`src/hw/opdc_regs.vh`:
```
// register offsets, field positions, reset values and codes for the output phase and drive block
// How it works
// - low 13 bits of each phase register are a signed whole-period shift count
// - zero means no shift; negative delays, positive advances, one period per step
// - top three bits of each phase register pick a 45-degree quadrature shift
// - codes 100..111 give 180, +135, +90 and +45 degrees
// - dividers B, C, D each own a phase register affecting only their clocks
// - each phase register spans two byte addresses, read/write, resets to zero
// - each bank's supply code feeds that bank's slew-rate setting
// - slew bit 0 sets outputs 0 and 1: zero medium, one fast
// - slew bits 1, 2, 3 set output pairs 2-3, 4-5, 6-7 alike
`ifndef OPDC_REGS_VH
`define OPDC_REGS_VH
`define OPDC_ADDR_DIVB_LO     8'hd5
`define OPDC_ADDR_DIVB_HI     8'hd6
`define OPDC_ADDR_DIVC_LO     8'hd7
`define OPDC_ADDR_DIVC_HI     8'hd8
`define OPDC_ADDR_DIVD_LO     8'hd9
`define OPDC_ADDR_DIVD_HI     8'hda
`define OPDC_ADDR_SUPPLY      8'hdb
`define OPDC_ADDR_EDGE        8'hdc
`define OPDC_PHASE_RESET      16'h0000
`define OPDC_SUPPLY_RESET     4'hf
`define OPDC_EDGE_RESET       4'h0
`define OPDC_PERIOD_MSB       12
`define OPDC_QUAD_LSB         13
`define OPDC_QUAD_MSB         15
`define OPDC_USED_MASK        8'h0f
`define OPDC_SUPPLY_1V5       2'h0
`define OPDC_SUPPLY_1V8       2'h1
`define OPDC_SUPPLY_2V5       2'h2
`define OPDC_SUPPLY_3V3       2'h3
`define OPDC_DRIVE_WEAK       2'h0
`define OPDC_DRIVE_LOW        2'h1
`define OPDC_DRIVE_MID        2'h2
`define OPDC_DRIVE_HIGH       2'h3
`endif

```
`src/hw/opdc_drive_calc.v`:
```
// drive strength of one configurable output bank from its supply code and edge select
`timescale 1ns/10ps
`default_nettype none
`include "opdc_regs.vh"
module opdc_drive_calc (
    // configuration
    input  wire [1:0] supply_code,
    input  wire [1:0] fast_sel,
    // result per output pair, registered by the caller
    output wire [3:0] drive_code
);
    // lower supply needs more drive for the same edge rate
    function [1:0] opdc_strength;
        input [1:0] sup;
        input       fast;
        begin
            case (sup)
                `OPDC_SUPPLY_1V5: opdc_strength = fast ? `OPDC_DRIVE_HIGH : `OPDC_DRIVE_MID;
                `OPDC_SUPPLY_1V8: opdc_strength = fast ? `OPDC_DRIVE_HIGH : `OPDC_DRIVE_MID;
                `OPDC_SUPPLY_2V5: opdc_strength = fast ? `OPDC_DRIVE_MID : `OPDC_DRIVE_LOW;
                default:          opdc_strength = fast ? `OPDC_DRIVE_LOW : `OPDC_DRIVE_WEAK;
            endcase
        end
    endfunction

    // one strength per output pair of this bank
    genvar i;
    generate
        for (i = 0; i < 2; i = i + 1) begin : g_pair
            assign drive_code[2*i+1:2*i] = opdc_strength(supply_code, fast_sel[i]);
        end
    endgenerate
endmodule // opdc_drive_calc
`default_nettype wire

```
`src/hw/opdc_top.v`:
```
// configuration registers for divider phase offsets, bank supply codes and edge rates
`timescale 1ns/10ps
`default_nettype none
`include "opdc_regs.vh"
module opdc_top (
    // clock and reset
    input  wire        clk,
    input  wire        sys_rst,
    // register port, byte wide
    input  wire [7:0]  reg_addr,
    input  wire [7:0]  reg_wdata,
    input  wire        reg_wr,
    input  wire        reg_rd,
    output reg  [7:0]  reg_rdata,
    // divider B phase
    output reg  [12:0] divb_period_offset,
    output reg  [2:0]  divb_quadrature_offset,
    output reg  [3:0]  divb_quad_eighths,
    // divider C phase
    output reg  [12:0] divc_period_offset,
    output reg  [2:0]  divc_quadrature_offset,
    output reg  [3:0]  divc_quad_eighths,
    // divider D phase
    output reg  [12:0] divd_period_offset,
    output reg  [2:0]  divd_quadrature_offset,
    output reg  [3:0]  divd_quad_eighths,
    // bank supply codes
    output reg  [1:0]  first_bank_supply_code,
    output reg  [1:0]  second_bank_supply_code,
    // edge rate per pair, 1 = fast
    output reg  [3:0]  pair_fast,
    // drive strength, two bits per pair, pair 0 lowest
    output reg  [7:0]  pair_drive
);
    // storage
    reg  [15:0] phase_q [0:2];
    reg  [3:0]  supply_q;
    reg  [3:0]  edge_q;
    wire [7:0]  drive_w;
    integer     k;
    // decoded strobes for this cycle
    wire [1:0]  sel_idx;
    wire        phase_wr;
    wire        supply_wr;
    wire        edge_wr;

    // which phase register an address hits; 3 means none
    function [1:0] opdc_phase_idx;
        input [7:0] a;
        begin
            case (a)
                `OPDC_ADDR_DIVB_LO, `OPDC_ADDR_DIVB_HI: opdc_phase_idx = 2'd0;
                `OPDC_ADDR_DIVC_LO, `OPDC_ADDR_DIVC_HI: opdc_phase_idx = 2'd1;
                `OPDC_ADDR_DIVD_LO, `OPDC_ADDR_DIVD_HI: opdc_phase_idx = 2'd2;
                default:                                opdc_phase_idx = 2'd3;
            endcase
        end
    endfunction

    // quadrature code to signed eighths of a period (180 as -4)
    function [3:0] opdc_quad_eighths;
        input [2:0] q;
        begin
            case (q)
                3'h0:    opdc_quad_eighths = 4'h0;
                3'h1:    opdc_quad_eighths = 4'hf;
                3'h2:    opdc_quad_eighths = 4'he;
                3'h3:    opdc_quad_eighths = 4'hd;
                3'h4:    opdc_quad_eighths = 4'hc;
                3'h5:    opdc_quad_eighths = 4'h3;
                3'h6:    opdc_quad_eighths = 4'h2;
                default: opdc_quad_eighths = 4'h1;
            endcase
        end
    endfunction

    // one byte of a phase word; odd address is the low byte
    function [7:0] opdc_phase_byte;
        input [15:0] word;
        input        odd;
        begin
            if (odd) begin
                opdc_phase_byte = word[7:0];
            end else begin
                opdc_phase_byte = word[15:8];
            end
        end
    endfunction

    // address decode shared by the write and read paths
    assign sel_idx   = opdc_phase_idx(reg_addr);
    assign phase_wr  = reg_wr && (sel_idx != 2'd3);
    assign supply_wr = reg_wr && (reg_addr == `OPDC_ADDR_SUPPLY);
    assign edge_wr   = reg_wr && (reg_addr == `OPDC_ADDR_EDGE);

    // phase words; each byte lands on its own, no staging
    always @(posedge clk) begin
        if (sys_rst) begin
            for (k = 0; k < 3; k = k + 1) begin
                phase_q[k] <= `OPDC_PHASE_RESET;
            end
        end else if (phase_wr) begin
            if (reg_addr[0]) begin
                phase_q[sel_idx][7:0] <= reg_wdata;
            end else begin
                phase_q[sel_idx][15:8] <= reg_wdata;
            end
        end
    end

    // bank supply codes; reserved upper bits dropped
    always @(posedge clk) begin
        if (sys_rst) begin
            supply_q <= `OPDC_SUPPLY_RESET;
        end else if (supply_wr) begin
            supply_q <= reg_wdata[3:0];
        end
    end

    // edge rate selects; reserved upper bits dropped
    always @(posedge clk) begin
        if (sys_rst) begin
            edge_q <= `OPDC_EDGE_RESET;
        end else if (edge_wr) begin
            edge_q <= reg_wdata[3:0];
        end
    end

    // read data, reserved and unmapped read zero
    always @(posedge clk) begin
        if (sys_rst) begin
            reg_rdata <= 8'h00;
        end else if (reg_rd) begin
            if (sel_idx != 2'd3) begin
                reg_rdata <= opdc_phase_byte(phase_q[sel_idx], reg_addr[0]);
            end else if (reg_addr == `OPDC_ADDR_SUPPLY) begin
                reg_rdata <= {4'h0, supply_q};
            end else if (reg_addr == `OPDC_ADDR_EDGE) begin
                reg_rdata <= {4'h0, edge_q};
            end else begin
                reg_rdata <= 8'h00;
            end
        end
    end

    // drive calculation per bank
    opdc_drive_calc u_bank1 (
        .supply_code (supply_q[1:0]),
        .fast_sel    (edge_q[1:0]),
        .drive_code  (drive_w[3:0])
    );
    opdc_drive_calc u_bank2 (
        .supply_code (supply_q[3:2]),
        .fast_sel    (edge_q[3:2]),
        .drive_code  (drive_w[7:4])
    );

    // divider B phase outputs
    always @(posedge clk) begin
        if (sys_rst) begin
            divb_period_offset     <= 13'h0000;
            divb_quadrature_offset <= 3'h0;
            divb_quad_eighths      <= 4'h0;
        end else begin
            divb_period_offset     <= phase_q[0][`OPDC_PERIOD_MSB:0];
            divb_quadrature_offset <= phase_q[0][`OPDC_QUAD_MSB:`OPDC_QUAD_LSB];
            divb_quad_eighths      <= opdc_quad_eighths(phase_q[0][`OPDC_QUAD_MSB:`OPDC_QUAD_LSB]);
        end
    end

    // divider C phase outputs
    always @(posedge clk) begin
        if (sys_rst) begin
            divc_period_offset     <= 13'h0000;
            divc_quadrature_offset <= 3'h0;
            divc_quad_eighths      <= 4'h0;
        end else begin
            divc_period_offset     <= phase_q[1][`OPDC_PERIOD_MSB:0];
            divc_quadrature_offset <= phase_q[1][`OPDC_QUAD_MSB:`OPDC_QUAD_LSB];
            divc_quad_eighths      <= opdc_quad_eighths(phase_q[1][`OPDC_QUAD_MSB:`OPDC_QUAD_LSB]);
        end
    end

    // divider D phase outputs
    always @(posedge clk) begin
        if (sys_rst) begin
            divd_period_offset     <= 13'h0000;
            divd_quadrature_offset <= 3'h0;
            divd_quad_eighths      <= 4'h0;
        end else begin
            divd_period_offset     <= phase_q[2][`OPDC_PERIOD_MSB:0];
            divd_quadrature_offset <= phase_q[2][`OPDC_QUAD_MSB:`OPDC_QUAD_LSB];
            divd_quad_eighths      <= opdc_quad_eighths(phase_q[2][`OPDC_QUAD_MSB:`OPDC_QUAD_LSB]);
        end
    end

    // bank supply codes to the slew calculation
    always @(posedge clk) begin
        if (sys_rst) begin
            first_bank_supply_code  <= `OPDC_SUPPLY_3V3;
            second_bank_supply_code <= `OPDC_SUPPLY_3V3;
        end else begin
            first_bank_supply_code  <= supply_q[1:0];
            second_bank_supply_code <= supply_q[3:2];
        end
    end

    // edge selects and drive strengths per pair
    always @(posedge clk) begin
        if (sys_rst) begin
            pair_fast  <= `OPDC_EDGE_RESET;
            pair_drive <= 8'h00;
        end else begin
            pair_fast  <= edge_q;
            pair_drive <= drive_w;
        end
    end
endmodule // opdc_top
`default_nettype wire

```
`config.mk`:
```
export PLATFORM = sky130hd
export DESIGN_NAME = opdc_top
export DESIGN_NICKNAME = d
export VERILOG_FILES = /design/src/hw/opdc_drive_calc.v /design/src/hw/opdc_top.v
export VERILOG_INCLUDE_DIRS = /design/src /design/src/hw
export SDC_FILE = /design/constraint.sdc
export NUM_CORES = 1
export LEC_CHECK = 0
export ABC_AREA = 1
export BUFFER_PORTS_ARGS = -buffer_cell sky130_fd_sc_hd__buf_2
export CORE_MARGIN = 4
export CORE_UTILIZATION = 54
export DETAILED_ROUTE_END_ITERATION = 12
export GPL_ROUTABILITY_DRIVEN = 0
export MAX_ROUTING_LAYER = met4
export PLACE_DENSITY = 0.87
export SLEW_MARGIN = 30
export SYNTH_ARGS = -nofsm -noshare
export SYNTH_HDL_FRONTEND = slang
export SYNTH_HIERARCHICAL = 1
export SYNTH_SLANG_ARGS = --single-unit
export TNS_END_PERCENT = 20
```
`constraint.sdc`:
```
create_clock -name clk -period 2.3 [get_ports clk]
set_clock_uncertainty 0.2 [all_clocks]
set_input_delay 0.23 -clock clk [delete_from_list [all_inputs] [get_ports clk]]
set_output_delay 0.23 -clock clk [all_outputs]
set_load 0.03 [all_outputs]
```
==> flow_metrics.env <==
export IMPL_drive_gt1_frac=0.246
export IMPL_critPathLaunchType="primary input"
export IMPL_finalCriticalPeriod_ps=1740
export IMPL_die_height_microns=106
export IMPL_vias=4402
export IMPL_n_fill_cell=658
export IMPL_synthesis_yosys_warnings=6
export IMPL_pwr_density_cell_nw_per_um2=911
export IMPL_cts_tree="built"
export IMPL_core_region_area_sq_um=9280
export IMPL_initial_core_util=0.556
export IMPL_final_instance_count_excl_fill=843
export IMPL_detail_route_wirelength_mm=13.5
export IMPL_ff2ff_path_depth=6
export IMPL_synthTopCellsByCount="129 x nor2_1, 89 x dfxtp_1, 88 x inv_1"
export IMPL_gr_usage_all_layers=0.260
export IMPL_cts_repair_resize_count=0
export IMPL_synth_top_flop_cell="dfxtp_1"
export IMPL_clock_tree_root_cell="clkbuf_8"
export IMPL_synthDominantAreaCellType="dfxtp_1"
export IMPL_multiInputGateArea_sq_um=1490
export IMPL_timing_setup_tns_ps=0
export IMPL_total_leakage_power_nw=3.32
export IMPL_timing_hold_worst_path_depth=3
export IMPL_fmax_mhz=574
export IMPL_hold_class="primary input to flip-flop"
export IMPL_worstSetupPathType="primary input to flip-flop"
export IMPL_ioPinCount=104
export IMPL_arrival_ps=1730
export IMPL_detail_route_first_pass_iterations=6
export IMPL_asyncSetResetFlopFracSynth=0
export IMPL_max_cap_violations=0
export IMPL_post_drt_via_cell_ratio=5.22
export IMPL_worstMarginPinSlew_ps=667
export IMPL_cts_path_max_buffers=2
export IMPL_crit_required_ps=2290
export IMPL_wire_length_of_the_first_global_routing_pass_mm=21.9
export IMPL_port_buffers=103
export IMPL_rsz0062_at_grt="false"
export IMPL_dr_first_iter_drc_count=513
export IMPL_synth_most_common_cell="nor2_1"
export IMPL_post_cts_repair_setup_buffers=0
export IMPL_status="finished clean"
export IMPL_timing_final_crit_share=0.758
export IMPL_dp_hpwl_mm=8.94
export IMPL_final_hold_viol_count=0
export IMPL_route_detailed_drc=0
export IMPL_post_cts_clock_slew_at_the_launch_and_capture_registers_of_the_worst_setup_and_hold_paths_ps=60
export IMPL_diodes=0
export IMPL_die_area_sq_um=11200
export IMPL_grt_overflow_total=0
export IMPL_synthesized_area_divided_by_synthesized_cell_count_sq_um=9.01
export IMPL_postSynthCellCount=573
export IMPL_post_place_ws_ps=77.8
export IMPL_register_area_sq_um=3220
export IMPL_area_growth_syn_to_layout_pct=27.7
export IMPL_timing_max_slew_rel_slack=0.555
export IMPL_horizontal_die_dimension_microns=106
export IMPL_post_synth_top_area_fraction=0.345
export IMPL_endpoints_failing_setup=0
export IMPL_netlist_top_cells_area="dfxtp_1 34%, edfxtp_1 28%, nor2_1 9.4%, inv_1 6.4%, nand2_1 5.2%"
export IMPL_number_of_synthesized_flops_with_an_enable_pin=48
export IMPL_synth_sequential_area_ratio=0.624
export IMPL_syn_area_sq_um=5160
export IMPL_report_power_total_w=0.00601
export IMPL_finalMaxSlewViolations=0
export IMPL_syn_nets=593
export IMPL_final_critical_path_setup_slack_ps=557
export IMPL_synth_lib_cells_used_distinct=28
export IMPL_endpoint_kind="flip-flop"
export IMPL_vias_in_the_first_global_route=4407
export IMPL_cts_htree_levels=4
export IMPL_avgRoutedWirePerCell_microns=16.0
export IMPL_place_detailed_instances=801
export IMPL_worstPathMaxFanout=9
export IMPL_cts_sinks=137
export IMPL_route_antenna_remaining_nets=0
export IMPL_floorplan_rows=35
export IMPL_grt_antenna_before_repair=0
export IMPL_clkLatencyLatePin_ps=520
export IMPL_postSynthRegisterBits=137
export IMPL_maximum_number_of_pins_on_one_net_before_global_route_repair=54
export IMPL_maximum_vdd_drop_mv=0.488
export IMPL_final_nets=721
export IMPL_tritoncts_num_buffers=17
-- worst max-delay path: stages --
cell and delay (ps):
buf_2 100, inv_1 40, nand2_1 70, nor2_4 250, nand2_2 120, nand3_2 100
nand2_2 110, nor3_4 340, nand2_4 80, nand2_1 290
-- cells by family after synthesis --
group,Yosys count,synth area share
flip-flops,137,0.624
AND/OR/NAND/NOR,248,0.212
AO/OA/AOI/OAI,74,0.0758
buffers and inverters,114,0.0882
-- layout make-up --
class,count,share of cell area
clock inverters,10,0.0245
clock buffers,22,0.0719
inverters,94,0.0535
repair buffers,129,0.112
well taps,129,0.0245
multi-input cells,322,0.225
flip-flops and latches,137,0.489
-- per-stage QoR --
step           instance area, sq um  utilization  hold WS [ps]
6_report                       6600        0.710          50.2
2_1_floorplan                  5160            -           124
5_1_grt                        6600        0.710          40.7
3_3_place_gp                   5860        0.631           255
4_1_cts                        6600        0.710          25.7
3_5_place_dp                   5860        0.631           254
-- routing by layer --
layer | track usage | share of wire | vias up
li1 | - | - | 2045
met1 | 0.314 | 0.39 | 2015
met2 | 0.406 | 0.47 | 281
met3 | 0.0625 | 0.10 | 61
met4 | 0.134 | 0.040 | 0
met5 | - | 0 | -
-- placed cells by master (no fill, tap or decap), drive strengths merged --
cell type / netlist / final
and3: 1 / 1
buf: 13 / 119
clkbuf: 7 / 22
nor3: 2 / 2
o21a: 1 / 1
or2: 1 / 1
nand3: 29 / 29
nand4: 2 / 2
inv: 94 / 97
nor2: 132 / 132
dfxtp: 89 / 89
nand2: 81 / 81
a21oi: 31 / 31
o211ai: 3 / 3
o21ai: 39 / 39
edfxtp: 48 / 48
clkinv: 0 / 3
dlygate4sd3: 0 / 10
bufinv: 0 / 4
-- sequential cells by signal, indices dropped and copies added (netlist names), 8 cells and up --
signal,flops
reg_rdata,8
pair_drive,8
divb_period_offset,13
divd_period_offset,13
phase_q,48
divc_period_offset,13
-- path summary, 6_finish.rpt --
| path | startpoint | endpoint | slack (ps) |
|---|---|---|---|
| worst max-delay path | reg_addr[5] | phase_q[1][6]$_SDFFCE_PN0P_ | 560 |
| worst min-delay path | sys_rst | divd_period_offset[0]$_SDFF_PP0_ | 50 |
| worst max register to register | phase_q[2][3]$_SDFFCE_PN0P_ | reg_rdata[3]$_SDFFE_PP0P_ | 900 |
| worst min register to register | reg_rdata[4]$_SDFFE_PP0P_ | reg_rdata[4]$_SDFFE_PP0P_ | 280 |
-- where the power goes --
part	leakage (nW)	switching [W]	internal, W
clock network	0.315	0.00100	0.00189
logic	1.82	0.000341	0.000123
registers	1.19	0.0000451	0.00261
total	3.32	0.00139	0.00462
-- repair_timing --
| item | 4_1_cts | 5_1_grt |
|---|---|---|
| hold buffers | 10 | 0 |
| hold endpoints to repair | 40 | 0 |
| setup endpoints to repair | 0 | 0 |
Note: power is estimated with default switching activity, not from simulation.
